### src/flag_out_pkg.sv
// Constants for the status output and event interrupt block
// Summary of operation
// - Event with enable low never pulls interrupt
// - Clearing enable releases held event interrupt
// - Event with enable high pulls interrupt low
// - Event interrupt holds until software clears it
// - Interrupt pin is OR of four requests
// - Monitor bit reads event pin level, read-only
// - Without direct drive, selected flag drives output
// - Supply flags observable on status output pin
// - Software sets status output level directly
// - Code 0Dh shows low-voltage flag inverted
// - Keyed output goes low on low voltage
// - Flag write clears zeros, ones keep flags
// - Direct drive: C0h high, 80h low
// - Select code mapping; other codes force low
// - Invert applies to flags, not direct drive
// - Direct drive enable overrides any flag
`default_nettype none
package flag_out_pkg;
    // Register addresses
    localparam logic [7:0] ADDR_FLAG      = 8'h0E;
    localparam logic [7:0] ADDR_CTRL2     = 8'h0F;
    localparam logic [7:0] ADDR_EV_SETUP  = 8'h17;
    localparam logic [7:0] ADDR_EV_STATUS = 8'h18;
    localparam logic [7:0] ADDR_KEY       = 8'h19;
    localparam logic [7:0] ADDR_STAT_OUT_CTRL = 8'h1A;
    localparam logic [7:0] ADDR_IRQ_STAT  = 8'h30;
    localparam logic [7:0] ADDR_IRQ_MASK  = 8'h31;
    // Flag register bit positions, index order of the flag vector
    localparam int FLAG_N = 5;
    localparam int POS_SUPPLY_DROP = 0;
    localparam int POS_LOW_VOLT    = 1;
    localparam int POS_ALARM       = 3;
    localparam int POS_WAKEUP      = 4;
    localparam int POS_UPDATE      = 5;
    // Control 2 enable bits
    localparam int POS_AIE = 3;
    localparam int POS_TIE = 4;
    localparam int POS_UIE = 5;
    // Event setup / status bits
    localparam int POS_EV_IRQ_EN = 3;
    localparam int POS_EHL       = 6;
    localparam int POS_PIN_LEVEL = 3;
    localparam int POS_EV_FLAG   = 7;
    // Status output control bits
    localparam int POS_DIRECT_EN  = 7;
    localparam int POS_DIRECT_LVL = 6;
    localparam int POS_INVERT     = 3;
    localparam int POS_FS         = 0;
    // Flag select codes
    localparam logic [2:0] SEL_WAKEUP      = 3'h0;
    localparam logic [2:0] SEL_ALARM       = 3'h1;
    localparam logic [2:0] SEL_UPDATE      = 3'h2;
    localparam logic [2:0] SEL_EVENT       = 3'h7;
    localparam logic [2:0] SEL_SUPPLY_DROP = 3'h4;
    localparam logic [2:0] SEL_LOW_VOLT    = 3'h5;
    // Key code and reset values
    localparam logic [7:0] KEY_ENABLE      = 8'h69;
    localparam logic [7:0] RST_KEY         = 8'h00;
    localparam logic [7:0] RST_STAT_OUT_CTRL = 8'h00;
    localparam logic [4:0] RST_FLAGS       = 5'h00;
    localparam logic [2:0] RST_CTRL2       = 3'h0;
    localparam logic [5:0] RST_IRQ         = 6'h00;
    localparam int IRQ_N = 6;
endpackage
`default_nettype wire

### src/flag_output_and_event_irq.sv
// Status output pin, event interrupt and flag register logic
`default_nettype none
module flag_output_and_event_irq
    import flag_out_pkg::*;
(
    // Clock and reset
    input  wire logic       ref_clk,
    input  wire logic       reset,
    // Register port
    input  wire logic [7:0] reg_addr,
    input  wire logic [7:0] reg_wdata,
    input  wire logic       reg_write,
    input  wire logic       reg_read,
    output var  logic [7:0] reg_rdata,
    // Internal event pulses from timekeeping and supply monitor
    input  wire logic       update_event,
    input  wire logic       wakeup_timer_event,
    input  wire logic       alarm_event,
    input  wire logic       supply_drop_event,
    input  wire logic       low_voltage_event,
    // Event input pin
    input  wire logic       event_input_pin,
    // Open-drain interrupt pin, drive_n low while pulling low
    input  wire logic       irq_output_pin_in,
    output var  logic       irq_output_pin_out,
    output var  logic       irq_output_pin_drive_n,
    // Status output pin, drive_n low while driven
    output var  logic       status_output_pin_out,
    output var  logic       status_output_pin_drive_n,
    // Host interrupt line
    output var  logic       irq
);

    // Register state
    logic [4:0]       flag_q;
    logic [2:0]       ctrl2_q;
    logic [7:0]       ev_setup_q;
    logic             event_trigger_flag_q;
    logic [7:0]       key_q;
    logic [7:0]       status_output_pin_ctrl_q;
    logic [IRQ_N-1:0] irq_stat_q;
    logic [IRQ_N-1:0] irq_mask_q;
    logic             ev_level_q;
    logic             ev_active_q;

    // Decoded strobes
    logic wr_flag;
    logic wr_ctrl2;
    logic wr_setup;
    logic wr_evstat;
    logic wr_key;
    logic wr_sctrl;
    logic wr_istat;
    logic wr_imask;

    assign wr_flag   = reg_write && (reg_addr == ADDR_FLAG);
    assign wr_ctrl2  = reg_write && (reg_addr == ADDR_CTRL2);
    assign wr_setup  = reg_write && (reg_addr == ADDR_EV_SETUP);
    assign wr_evstat = reg_write && (reg_addr == ADDR_EV_STATUS);
    assign wr_key    = reg_write && (reg_addr == ADDR_KEY);
    assign wr_sctrl  = reg_write && (reg_addr == ADDR_STAT_OUT_CTRL);
    assign wr_istat  = reg_write && (reg_addr == ADDR_IRQ_STAT);
    assign wr_imask  = reg_write && (reg_addr == ADDR_IRQ_MASK);

    // Event detection on the active level chosen by the polarity bit
    logic ev_active;
    logic event_detect;
    assign ev_active    = (event_input_pin == ev_setup_q[POS_EHL]);
    assign event_detect = ev_active && !ev_active_q;

    // Flag vector, low to high: supply drop, low voltage, alarm, wakeup, update
    logic [4:0] flag_set;
    logic [4:0] flag_wbit;
    assign flag_set  = {update_event, wakeup_timer_event, alarm_event, low_voltage_event, supply_drop_event};
    assign flag_wbit = {reg_wdata[POS_UPDATE], reg_wdata[POS_WAKEUP], reg_wdata[POS_ALARM], reg_wdata[POS_LOW_VOLT],
                        reg_wdata[POS_SUPPLY_DROP]};

    // Zero clears a flag, one keeps it; a new event wins over the clear
    genvar gi;
    generate
        for (gi = 0; gi < FLAG_N; gi++) begin : g_flag
            always_ff @(posedge ref_clk) begin
                if (reset) begin
                    flag_q[gi] <= RST_FLAGS[gi];
                end else if (flag_set[gi]) begin
                    flag_q[gi] <= 1'b1;
                end else if (wr_flag && !flag_wbit[gi]) begin
                    flag_q[gi] <= 1'b0;
                end
            end
        end
    endgenerate

    // Interrupt enables of the other sources
    always_ff @(posedge ref_clk) begin
        if (reset) begin
            ctrl2_q <= RST_CTRL2;
        end else if (wr_ctrl2) begin
            ctrl2_q <= {reg_wdata[POS_UIE], reg_wdata[POS_TIE], reg_wdata[POS_AIE]};
        end
    end

    // Event setup register; unused bits except bit 2 kept for readback only, bit 2 always reads zero
    always_ff @(posedge ref_clk) begin
        if (reset) begin
            ev_setup_q <= 8'h00;
        end else if (wr_setup) begin
            ev_setup_q <= {reg_wdata[7:3], 1'b0, reg_wdata[1:0]};
        end
    end

    // Event flag: sticky, no self clear, set beats a zero write
    always_ff @(posedge ref_clk) begin
        if (reset) begin
            event_trigger_flag_q <= 1'b0;
        end else if (event_detect) begin
            event_trigger_flag_q <= 1'b1;
        end else if (wr_evstat && !reg_wdata[POS_EV_FLAG]) begin
            event_trigger_flag_q <= 1'b0;
        end
    end

    // Pin level history for edge of the active level
    always_ff @(posedge ref_clk) begin
        if (reset) begin
            ev_level_q  <= 1'b0;
            ev_active_q <= 1'b0;
        end else begin
            ev_level_q  <= event_input_pin;
            ev_active_q <= ev_active;
        end
    end

    // Key and status output control
    always_ff @(posedge ref_clk) begin
        if (reset) begin
            key_q       <= RST_KEY;
            status_output_pin_ctrl_q <= RST_STAT_OUT_CTRL;
        end else begin
            if (wr_key) begin
                key_q <= reg_wdata;
            end
            if (wr_sctrl) begin
                status_output_pin_ctrl_q <= {reg_wdata[7:6], 2'b00, reg_wdata[3:0]};
            end
        end
    end

    // Interrupt request OR of the four sources
    logic event_req;
    logic irq_req;
    assign event_req = event_trigger_flag_q && ev_setup_q[POS_EV_IRQ_EN];
    assign irq_req   = event_req
                     || (flag_q[3] && ctrl2_q[1])
                     || (flag_q[2] && ctrl2_q[0])
                     || (flag_q[4] && ctrl2_q[2]);

    // Open-drain pin: drives only low, released otherwise
    always_ff @(posedge ref_clk) begin
        if (reset) begin
            irq_output_pin_out     <= 1'b0;
            irq_output_pin_drive_n <= 1'b1;
        end else begin
            irq_output_pin_out     <= 1'b0;
            irq_output_pin_drive_n <= !irq_req;
        end
    end

    // Selected flag per select code
    logic [2:0] fsel;
    logic       sel_flag;
    logic       sel_valid;
    assign fsel = status_output_pin_ctrl_q[POS_FS +: 3];
    always_comb begin
        sel_flag  = 1'b0;
        sel_valid = 1'b1;
        unique case (fsel)
            SEL_WAKEUP:      sel_flag = flag_q[3];
            SEL_ALARM:       sel_flag = flag_q[2];
            SEL_UPDATE:      sel_flag = flag_q[4];
            SEL_EVENT:       sel_flag = event_trigger_flag_q;
            SEL_SUPPLY_DROP: sel_flag = flag_q[0];
            SEL_LOW_VOLT:    sel_flag = flag_q[1];
            default: sel_valid = 1'b0;
        endcase
    end

    // Status output value; direct drive wins and ignores inversion
    logic status_output_pin_value;
    always_comb begin
        if (status_output_pin_ctrl_q[POS_DIRECT_EN]) begin
            status_output_pin_value = status_output_pin_ctrl_q[POS_DIRECT_LVL];
        end else if (!sel_valid) begin
            status_output_pin_value = 1'b0;
        end else begin
            status_output_pin_value = sel_flag ^ status_output_pin_ctrl_q[POS_INVERT];
        end
    end

    // Pin driven only while the key holds the enable code
    always_ff @(posedge ref_clk) begin
        if (reset) begin
            status_output_pin_out     <= 1'b0;
            status_output_pin_drive_n <= 1'b1;
        end else begin
            status_output_pin_out     <= status_output_pin_value;
            status_output_pin_drive_n <= (key_q != KEY_ENABLE);
        end
    end

    // Host interrupt sources: event, four flags, and pin pulled low
    logic [IRQ_N-1:0] irq_src;
    assign irq_src = {!irq_output_pin_in, flag_set[4:2], supply_drop_event, event_detect};

    // Sticky status, write one to clear; a new event beats the clear
    always_ff @(posedge ref_clk) begin
        if (reset) begin
            irq_stat_q <= RST_IRQ;
            irq_mask_q <= RST_IRQ;
        end else begin
            irq_stat_q <= irq_src | (irq_stat_q & ~(wr_istat ? reg_wdata[IRQ_N-1:0] : RST_IRQ));
            if (wr_imask) begin
                irq_mask_q <= reg_wdata[IRQ_N-1:0];
            end
        end
    end

    // Level interrupt, registered
    always_ff @(posedge ref_clk) begin
        if (reset) begin
            irq <= 1'b0;
        end else begin
            irq <= |(irq_stat_q & irq_mask_q);
        end
    end

    // Read data one cycle after the strobe; unmapped reads zero
    logic [7:0] rd_mux;
    always_comb begin
        rd_mux = 8'h00;
        unique case (reg_addr)
            ADDR_FLAG: begin
                rd_mux[POS_UPDATE]      = flag_q[4];
                rd_mux[POS_WAKEUP]      = flag_q[3];
                rd_mux[POS_ALARM]       = flag_q[2];
                rd_mux[POS_LOW_VOLT]    = flag_q[1];
                rd_mux[POS_SUPPLY_DROP] = flag_q[0];
            end
            ADDR_CTRL2: begin
                rd_mux[POS_UIE] = ctrl2_q[2];
                rd_mux[POS_TIE] = ctrl2_q[1];
                rd_mux[POS_AIE] = ctrl2_q[0];
            end
            ADDR_EV_SETUP:  rd_mux = ev_setup_q;
            ADDR_EV_STATUS: begin
                rd_mux[POS_EV_FLAG]   = event_trigger_flag_q;
                rd_mux[POS_PIN_LEVEL] = ev_level_q;
            end
            ADDR_KEY:       rd_mux = key_q;
            ADDR_STAT_OUT_CTRL: rd_mux = status_output_pin_ctrl_q;
            ADDR_IRQ_STAT:  rd_mux = {2'b00, irq_stat_q};
            ADDR_IRQ_MASK:  rd_mux = {2'b00, irq_mask_q};
            default:        rd_mux = 8'h00;
        endcase
    end

    // Read data stands only in the cycle after the strobe
    always_ff @(posedge ref_clk) begin
        if (reset) begin
            reg_rdata <= 8'h00;
        end else if (reg_read) begin
            reg_rdata <= rd_mux;
        end else begin
            reg_rdata <= 8'h00;
        end
    end

endmodule
`default_nettype wire

### config.mk
export PLATFORM = sky130hd
export DESIGN_NAME = flag_output_and_event_irq
export DESIGN_NICKNAME = d
export VERILOG_FILES = /design/src/flag_out_pkg.sv /design/src/flag_output_and_event_irq.sv
export SDC_FILE = /design/constraint.sdc
export NUM_CORES = 1
export LEC_CHECK = 0
export BUFFER_PORTS_ARGS = -buffer_cell sky130_fd_sc_hd__buf_2
export CAP_MARGIN = 20
export CORE_UTILIZATION = 35
export DETAILED_ROUTE_END_ITERATION = 7
export PLACE_DENSITY_LB_ADDON = 0.05
export REMOVE_ABC_BUFFERS = 1
export SYNTH_ARGS = -nofsm -noshare
export SYNTH_HDL_FRONTEND = slang
export SYNTH_SLANG_ARGS = --single-unit
### constraint.sdc
create_clock -name ref_clk -period 1.8 [get_ports ref_clk]
set_clock_uncertainty 0.15 [all_clocks]
set_input_delay 0.09 -clock ref_clk [delete_from_list [all_inputs] [get_ports ref_clk]]
set_output_delay 0.09 -clock ref_clk [all_outputs]
set_load 0.05 [all_outputs]
==> results of run 1 <==
flip-flops by register name, summed over array words and instances (netlist names):
register	flops
reg_rdata	8
status_output_pin_out	1
status_output_pin_ctrl_q	6
event_trigger_flag_q	1
ev_active_q	1
flag_q	5
irq_output_pin_drive_n	1
irq_stat_q	6
irq	1
ev_level_q	1
irq_mask_q	6
ctrl2_q	3
ev_setup_q	7
status_output_pin_drive_n	1
key_q	8
metrics by stage:
stage	cells	setup WS [ns]	util (%)	cell area [µm²]	hold WS, ns
after floorplan	264	0.06648	-	2469	0.009066
after global placement	409	0.1790	41.57	2887	0.1159
after detailed placement	409	0.1679	41.57	2887	0.1255
after CTS	433	0.1574	46.16	3206	0.06851
after global routing	433	0.05345	46.16	3206	0.09709
final	433	0.1515	46.16	3206	0.08278
area by class of cell:
type                            instances  area, µm²
Tap cell                               96      120.1
Sequential cell                        56       1121
Timing Repair Buffer                   65      457.9
Fill cell                             699       3739
Multi-Input combinational cell        198       1310
Clock inverter                          3      90.09
Clock buffer                            5      68.82
Inverter                               10      37.54
power groups by stage:
stage          logic (mW)  registers [mW]  clock network [mW]
2_1_floorplan      0.0788            1.31                   0
3_3_place_gp        0.209            1.31                   0
3_5_place_dp        0.208            1.31                   0
4_1_cts             0.236            1.28                1.13
5_1_grt             0.256            1.29                1.18
6_report            0.236            1.28                1.11
layout by cell type, fill, tap and decap left out, drive strengths merged, types with 3 or more instances in the layout:
master / count
inv: 10
nand4: 8
nand3: 22
nor2: 25
a222oi: 5
mux2i: 15
mux2: 7
a22oi: 6
and2: 3
dlygate4sd3: 16
dfxtp: 56
a21oi: 32
bufinv: 3
buf: 49
nand2: 25
nor2b: 4
clkbuf: 5
a31oi: 3
o21ai: 9
metal layers:
metal	global-route usage [%]	wire (µm)	vias to the layer above	part of all wire, %
li1	-	-	1121	-
met1	29.64	3709	1120	49
met5	0	0	-	0
met2	33.03	3450	73	46
met3	3.487	297	4	4.0
met4	4.024	38	0	0.51
kinds of logic after synthesis:
family          Yosys count  synth area share [%]
simple gates            106                 24.12
flops                    56                 43.75
mux                      23                 9.814
other cells               1                0.1463
buf+inv                  27                 5.127
compound gates           66                 16.36
xor+xnor                  2                0.6837
worst max-delay path, stage by stage (launching register included):
cell       delay (ns)
dfxtp_1          0.48
mux4_2           0.54
nor2_1           0.14
nand4bb_1        0.14
o211ai_1         0.08
repair_timing:
action	in CTS	in global routing
hold buffers	16	0
endpoints found under the setup margin	0	0
hold endpoints to repair	34	0
worst max-delay path by stage:
stage	startpoint	endpoint	cells after the start
after global placement	status_output_pin_ctrl_q[0]	status_output_pin_out	4
final	status_output_pin_ctrl_q[0]	status_output_pin_out	4
after detailed placement	status_output_pin_ctrl_q[0]	status_output_pin_out	4
after CTS	status_output_pin_ctrl_q[0]	status_output_pin_out	4
after floorplan	reg_addr[7]	reg_rdata[3]	4
after global routing	status_output_pin_ctrl_q[0]	status_output_pin_out	4
==> results.md, run 1 <==
- Status: completed
- Reg-to-reg startpoint: status_output_pin_ctrl_q[0]
- Vias after detailed routing: between 2000 and 2500
- Yosys reg bits: 56
- Synth top area share: a little over two fifths
- P_sw: around 0.56 mW
- Initial antenna violation count: 0
- GR Overflow Total: 0
- Core footprint: about 0.0069 mm²
- Worst Reg-to-Reg Cells: 4
- Leakage: between 1 and 1.5 nW
- Cell with the most instances after synthesis: dfxtp_1
- Vias/cell: between 5 and 6
- First-pass GRT wire length: about 12000 µm
- Crit end category: register
- Iteration-0 DRC Markers: 165
- Crit path kind: reg -> reg
- Seq/Total Area, Yosys: between 40% and 50%
- Post-DP HPWL: around 5500 µm
- Root buffer cell: clkbuf_8
- Worst vdd ir: 0.3239 mV
- Clock power frac: between 40 and 50%
- # IOs: 40
- Synth async-reset ratio: 0%
- Sequential Power Share: 48.9%
- GPL Wtd Cong: roughly 0.84
- H-tree depth: 2
- Worst Path Arrival: ~1.7 ns
- Clk buf depth: 2
- # rows: 30
- Tcrit/Tclk final: roughly 90%
- Switching Share: a little over a fifth
- Vias in the first global route: around 2100
- Synth area leader: dfxtp_1
- Tmin final: approximately 1.6 ns
- Hold crit path type: in -> reg
- Final setup fails: 0
- Initial Utilization: 36.90%
- Die ar.: 0.007668 mm²
- Cell count after synthesis: 281
- R2R Setup Slk: ~0.15 ns
- Unrepaired setup endpoints after global routing: false
- EDFF count, synth: 0
- PwrDens: ~820 mW/mm²
- Latest clock arrival within the worst-skew pair: 0.30 ns
- Total clock sinks: 56
- Residual DRC: 0
- Die W: roughly 90 µm
- Comb power frac: 9.0%
- Largest net degree at the start of global routing: 32
- Pre-antenna DRT Iters: 6
- Commonest cells in the netlist: dfxtp_1, a21oi_1, nand2_1, nor2_1, nand3_1
- Global Route Usage Sum: roughly a fifth
- Die Y: between 80 and 90 µm
- Hold Startpoint: reg_addr[1]
- Startpoint types: register
- Layout cell share with drive strength beyond 1: between 20 and 25%
- Num CTS Buffers: 5
- TritonCTS clock tree: done
- Final WL: between 7000 and 8000 µm
- Top_reg_cell synth: dfxtp_1
- CP required: between 1.5 and 2 ns
- Fmax: roughly 0.6 GHz
- Mapped cell area: about 0.0026 mm²
- CTS clock-pin slew for the worst setup and hold paths: around 0.10 ns
- FF-to-FF End: status_output_pin_out
- Antenna Nets Post-Route: 0
- Hold EP: reg_rdata[7]
- Diode count: 0
- Total Power: roughly 2.6 mW
- Netlist cell types: 52
- Area grow syn2layout: 25.10%
- Final hold vios: 0
- P_int: about 2 mW
- Buffers on Ports: 38
- Final #Nets: about 360
- Top post-synthesis cells by area: dfxtp_1, a21oi_1, mux2i_1, nand3_1, nand2_1
- Setup Fix Bufs, Post-CTS: 0
- Crit-path max FO: 6
- Max cap viols: 0
- Syn Area/Cell: approximately 9.1 µm²
- Final Max Slew Viols: 0
- YS warnings: 0
- WHS Path Cells: 3
- Sum Neg Setup Slack: 0 ns
- # resized after CTS: 0
- WL/cell: roughly 17 µm
Note: power is estimated with default switching activity, not from simulation.
==> run 2, diff against run 1 <==
--- a/config.mk
+++ b/config.mk
@@ -5,11 +5,13 @@
 export SDC_FILE = /design/constraint.sdc
 export NUM_CORES = 1
 export LEC_CHECK = 0
+export ABC_AREA = 1
 export BUFFER_PORTS_ARGS = -buffer_cell sky130_fd_sc_hd__buf_2
 export CAP_MARGIN = 20
 export CORE_UTILIZATION = 35
 export DETAILED_ROUTE_END_ITERATION = 7
 export PLACE_DENSITY_LB_ADDON = 0.05
+export RECOVER_POWER = 100
 export REMOVE_ABC_BUFFERS = 1
 export SYNTH_ARGS = -nofsm -noshare
 export SYNTH_HDL_FRONTEND = slang
==> results.md, run 2 <==
- Status: completed
- FF-to-FF End: status_output_pin_out
- CTS clock-pin slew for the worst setup and hold paths: around 0.11 ns
- Largest regs: key_q (8), reg_rdata (8), ev_setup_q (7)
- Synth area leader: dfxtp_1
- Initial antenna violation count: 0
- WL/cell: ~14 µm
- Mapped cell area: around 0.0025 mm²
- Num CTS Buffers: 5
- Startpoint types: input pin
- WHS Path Cells: 3
- Crit path kind: in -> reg
- R2R Setup Slk: between 0.4 and 0.5 ns
- Hold Startpoint: reg_wdata[3]
- GPL Wtd Cong: slightly above 0.8
- Fraction of the mapped netlist area in adder cells: 0%
- Synth top area share: between 40% and 50%
- Vias/cell: around 4.7
- Cell with the most instances after synthesis: nand2_1
- TritonCTS clock tree: done
- Layout cell share with drive strength beyond 1: about an eighth
- Global Route Usage Sum: 21.71%
- Die Y: just under 90 µm
- Tcrit/Tclk final: roughly 91%
- Vias after detailed routing: about 2400
- Iteration-0 DRC Markers: around 110
- Tmin final: ~1.6 ns
- Final hold vios: 0
- Yosys reg bits: between 50 and 60
- Finished Core Util: between 40 and 50%
- Synth Area in Compound Gates: 19.40%
- Most common cell after layout, fill and taps aside: nand2_1
- Max cap viols: 0
- Leakage: 1.163 nW
- Buffers on Ports: 38
- Total Power: approximately 2.2 mW
- Unrepaired setup endpoints after global routing: false
- Largest net degree at the start of global routing: 28
- Diode count: 0
- Synth async-reset ratio: 0%
- Post-DP HPWL: 5616 µm
- Commonest cells in the netlist: nand2_1, dfxtp_1, a21oi_1
- Post-Synth XOR/XNOR Area: less than 1%
- CP Launch Point: reg_addr[7]
- Initial Utilization: approximately 37%
- # rows: 30
- Worst Tran Pin Value: 0.6944 ns
- Post-Synth Simple-Gate Area: around 26%
- Worst vdd ir: approximately 0.33 mV
- Clk buf depth: 2
- Pre-antenna DRT Iters: 4
- Final WL: roughly 7400 µm
- Cell count after synthesis: about 360
- Top_reg_cell synth: dfxtp_1
- Worst Path Arrival: 1.70 ns
- Mux contribution to synthesized area: 0%
- Syn Area/Cell: around 7.0 µm²
- Top post-synthesis cells by area: dfxtp_1, nand2_1, a21oi_1, inv_1, o21ai_0
- Core footprint: 0.006869 mm²
- Die W: between 80 and 90 µm
- Main combinational cell family by area after synthesis: simple AND/OR/NAND/NOR gates
- Crit-path max FO: 6
- Most frequent cells in the layout: nand2_1, dfxtp_1, inv_1
- Area grow syn2layout: 19.40%
- Netlist cell types: 31
- GR Overflow Total: 0
- Latest clock arrival within the worst-skew pair: roughly 0.32 ns
- Seq/Total Area, Yosys: between 40% and 50%
- EDFF count, synth: 0
- Final Max Slew Viols: 0
- # IOs: 40
- Final setup fails: 0
- Hold EP: key_q[3]
- H-tree depth: 2
- Sum Neg Setup Slack: 0 ns
- Total clock sinks: 56
- First-pass GRT wire length: approximately 12000 µm
- Fmax: between 0.6 and 0.7 GHz
- Worst Reg-to-Reg Cells: 8
- YS warnings: 0
- Root buffer cell: clkbuf_8
- Die ar.: between 0.007 and 0.008 mm²
- CP required: roughly 1.9 ns
- Reg-to-reg startpoint: status_output_pin_ctrl_q[0]
- Antenna Nets Post-Route: 0
- Hold crit path type: in -> reg
- Crit end category: register
- Max_slew headroom: between 50% and 60%
- Residual DRC: 0
- Final #Nets: roughly 440
- Vias in the first global route: 2351
- PwrDens: approximately 730 mW/mm²
-- run 2: changes by cell type in the layout (fill, tap and decap cells not counted), moves of 13 or more --
cell      delta
clkbuf_1    +13
buf_2       -13
inv_1       +39
o21ai_0     +25
mux2i_1     -15
a21oi_1     +15
nand2_1     +57
-- run 2: final cells by class --
type                            count  area [µm²]
Multi-Input combinational cell    240        1119
Timing Repair Buffer               57       354.1
Tap cell                           96       120.1
Inverter                           54       203.9
Clock buffer                        5       68.82
Clock inverter                      3       23.77
Sequential cell                    56        1121
Fill cell                         771        3859
-- run 2: worst max-delay path, stage by stage --
cell	delay [ns]
buf_2	0.10
nor2_2	0.13
nand2_1	0.08
nor2_1	0.16
nand2_2	0.15
nor2_4	0.19
nand2_1	0.07
nand2_1	0.06
a21oi_1	0.06
dlygate4sd3_1	0.58
-- run 2: power breakdown --
part	switching [mW]	internal (mW)	total (mW)
Combinational	0.129	0.0789	0.208
Clock	0.443	0.277	0.720
Sequential	0.0162	1.26	1.28
-- run 2: worst max path at each step --
| stage | to | cells after the start | slack (ns) |
|---|---|---|---|
| finish | irq_stat_q[2] | 10 | 0.16 |
| global route | ev_setup_q[7] | 9 | 0.02 |
| CTS | irq_stat_q[2] | 10 | 0.02 |
| detailed placement | irq_stat_q[0] | 9 | 0.22 |
| global placement | irq_stat_q[0] | 9 | 0.23 |
| floorplan | irq_mask_q[2] | 8 | 0.61 |
-- run 2: kinds of logic after synthesis --
family	after synthesis
xor+xnor	1
buf+inv	63
flops	56
other cells	1
simple gates	144
compound gates	94
-- run 2: timing repair --
item / CTS / global route
endpoints found under the hold margin: 29 / 0
setup buffers: 0 / 0
endpoints found under the setup margin: 0 / 1
hold buffers: 15 / 0
gates resized for setup: 0 / 3
-- run 2: stage by stage --
step                hold slack (ns)  cell area, µm²  worst slack [ns]  cells
CTS                         0.01707            3055           0.01943    511
global route                0.05631            3010           0.02025    511
detailed placement           0.1314            2813            0.2216    488
global placement             0.1297            2813            0.2279    488
finish                      0.03210            3010            0.1639    511
floorplan                  0.009066            2472            0.6117    350
-- run 2: routing by layer --
metal  up-vias  wire (µm)  track usage [%]
met5         -          0                0
met2        55       3349            35.86
met3         6        290            3.507
met1      1093       3680            29.65
li1       1267          -                -
met4         0         74            5.152
==> run 3, diff against run 2 <==
--- a/config.mk
+++ b/config.mk
@@ -10,7 +10,6 @@
 export CAP_MARGIN = 20
 export CORE_UTILIZATION = 35
 export DETAILED_ROUTE_END_ITERATION = 7
-export PLACE_DENSITY_LB_ADDON = 0.05
 export RECOVER_POWER = 100
 export REMOVE_ABC_BUFFERS = 1
 export SYNTH_ARGS = -nofsm -noshare
==> constraint.sdc (replaced) <==
create_clock -name ref_clk -period 1.7 [get_ports ref_clk]
set_clock_uncertainty 0.15 [all_clocks]
set_input_delay 0.085 -clock ref_clk [delete_from_list [all_inputs] [get_ports ref_clk]]
set_output_delay 0.085 -clock ref_clk [all_outputs]
set_load 0.05 [all_outputs]
==> results.md, run 3 (synthesis gave the netlist of run 2 again) <==
- Largest net degree at the start of global routing: 27
- Vias after detailed routing: 2451
- Vias in the first global route: between 2000 and 2500
- Max stage delay cell, worst path: dlygate4sd3_1
- Largest regs: key_q (8), reg_rdata (8), ev_setup_q (7)
- Total clock sinks: 56
- Setup Fix Bufs, Post-CTS: 0
- Sum Neg Setup Slack: 0 ns
- Residual DRC: 0
- Final #Nets: 445
- Worst Setup Slack, final: about 0.25 ns
- Leakage: ~1.2 nW
- First-pass GRT wire length: approximately 11000 µm
- Most frequent cells in the layout: nand2_1, dfxtp_1, a21oi_1
- Worst Tran Pin Value: ~0.6 ns
- Global Route Usage Sum: 19.96%
- Die ar.: 0.007546 mm²
- Area grow syn2layout: 21.74%
- Worst vdd ir: 0.4895 mV
- Max cap viols: 0
- Fmax: 0.6884 GHz
- Startpoint types: input pin
- GPL Wtd Cong: a little under 0.9
- Iteration-0 DRC Markers: about 170
- Finished Core Util: approximately 45%
- Buffers on Ports: 38
- Total Power: between 2 and 2.5 mW
- Vias/cell: about 4.8
- Crit path max-delay family: buffers and inverters
- CP required: about 1.8 ns
- Final Max Slew Viols: 0
- Layout cell share with drive strength beyond 1: between 10% and 20%
- Most common cell after layout, fill and taps aside: nand2_1
- WL/cell: approximately 14 µm
- Die Y: approximately 87 µm
- Hold Startpoint: reg_addr[0]
- TritonCTS clock tree: done
- Pre-antenna DRT Iters: 4
- Die W: approximately 87 µm
- Initial antenna violation count: 0
- Bufs and invs on worst path: 4
- Crit end category: register
- GR Overflow Total: 0
- Clk buf depth: 2
- # rows: 30
- Pre-CTS setup slack: 0.1294 ns
- Core footprint: 0.006869 mm²
- Hold crit path type: in -> reg
- CP max stage delay: approximately 0.53 ns
- Final setup fails: 0
- Num CTS Buffers: 5
- CP Launch Point: reset
- Fillers: between 700 and 800
- Crit path kind: in -> reg
- Reg-to-reg startpoint: status_output_pin_ctrl_q[0]
- Status: completed
- Max_slew headroom: 59.49%
- Worst Path Arrival: roughly 1.5 ns
- Unrepaired setup endpoints after global routing: false
- Worst path cell trace: dlygate4sd3_1, clkbuf_1, inv_1, clkbuf_2, o21ai_0, a21oi_1
- Post-DP HPWL: 5228 µm
- Crit-path max FO: 21
- Root buffer cell: clkbuf_8
- PwrDens: roughly 770 mW/mm²
- Diode count: 0
- H-tree depth: 2
- Latest clock arrival within the worst-skew pair: 0.32 ns
- # IOs: 40
- CTS clock-pin slew for the worst setup and hold paths: roughly 0.1 ns
- Tmin final: about 1.5 ns
- Final hold vios: 0
- Antenna Nets Post-Route: 0
- Tcrit/Tclk final: roughly 85%
- Final WL: 6966 µm
- WHS: 0.09726 ns
- Initial Utilization: a little under two fifths
[run 3: timing repair]
item	CTS	global route
setup endpoints to repair	0	0
gates resized for setup	0	0
hold buffers	17	0
endpoints found under the hold margin	34	0
[run 3: layout make-up]
type                       count  area (µm²)  area share [%]
tap                           96       120.1           3.914
timing repair buffer          61       379.1           12.35
clock buffer                   6       82.58           2.691
clock inverter                 2       15.01          0.4892
sequential                    56        1121           36.53
inverter                      54       203.9           6.645
multi-input combinational    240        1147           37.38
[run 3: final timing paths]
kind | to | slack [ns] | cells after the start
max | status_output_pin_ctrl_q[7] | 0.25 | 6
max reg2reg | status_output_pin_out | 0.38 | 8
min | event_trigger_flag_q | 0.1 | 5
min reg2reg | status_output_pin_drive_n | 0.30 | 1
[run 3: worst register-to-register path, delay by kind of cell (launching register included)]
| kind | cells | cell delay (ns) |
|---|---|---|
| AOI/OAI and AO/OA | 1 | 0.12 |
| DFF | 1 | 0.42 |
| buffers and inverters | 1 | 0.12 |
| and+or+nand+nor | 6 | 0.45 |
[run 3: per-layer routing]
metal | GRT usage [%] | vias to the layer above | routed length, µm
li1 | - | 1277 | -
met1 | 24.96 | 1089 | 3205
met2 | 33.79 | 72 | 3226
met3 | 3.697 | 13 | 381
met4 | 8.182 | 0 | 152
met5 | 0 | - | 0
[run 3: power by group]
group	leakage, nW	internal [mW]	switching, mW
combinational	0.690	0.0850	0.139
clock	0.0434	0.331	0.444
sequential	0.456	1.34	0.0152
[run 3: per-stage QoR]
stage | instance area (µm²) | std cells
floorplan | 2472 | 350
global placement | 2828 | 490
detailed placement | 2828 | 490
CTS | 3095 | 515
global route | 3069 | 515
finish | 3069 | 515
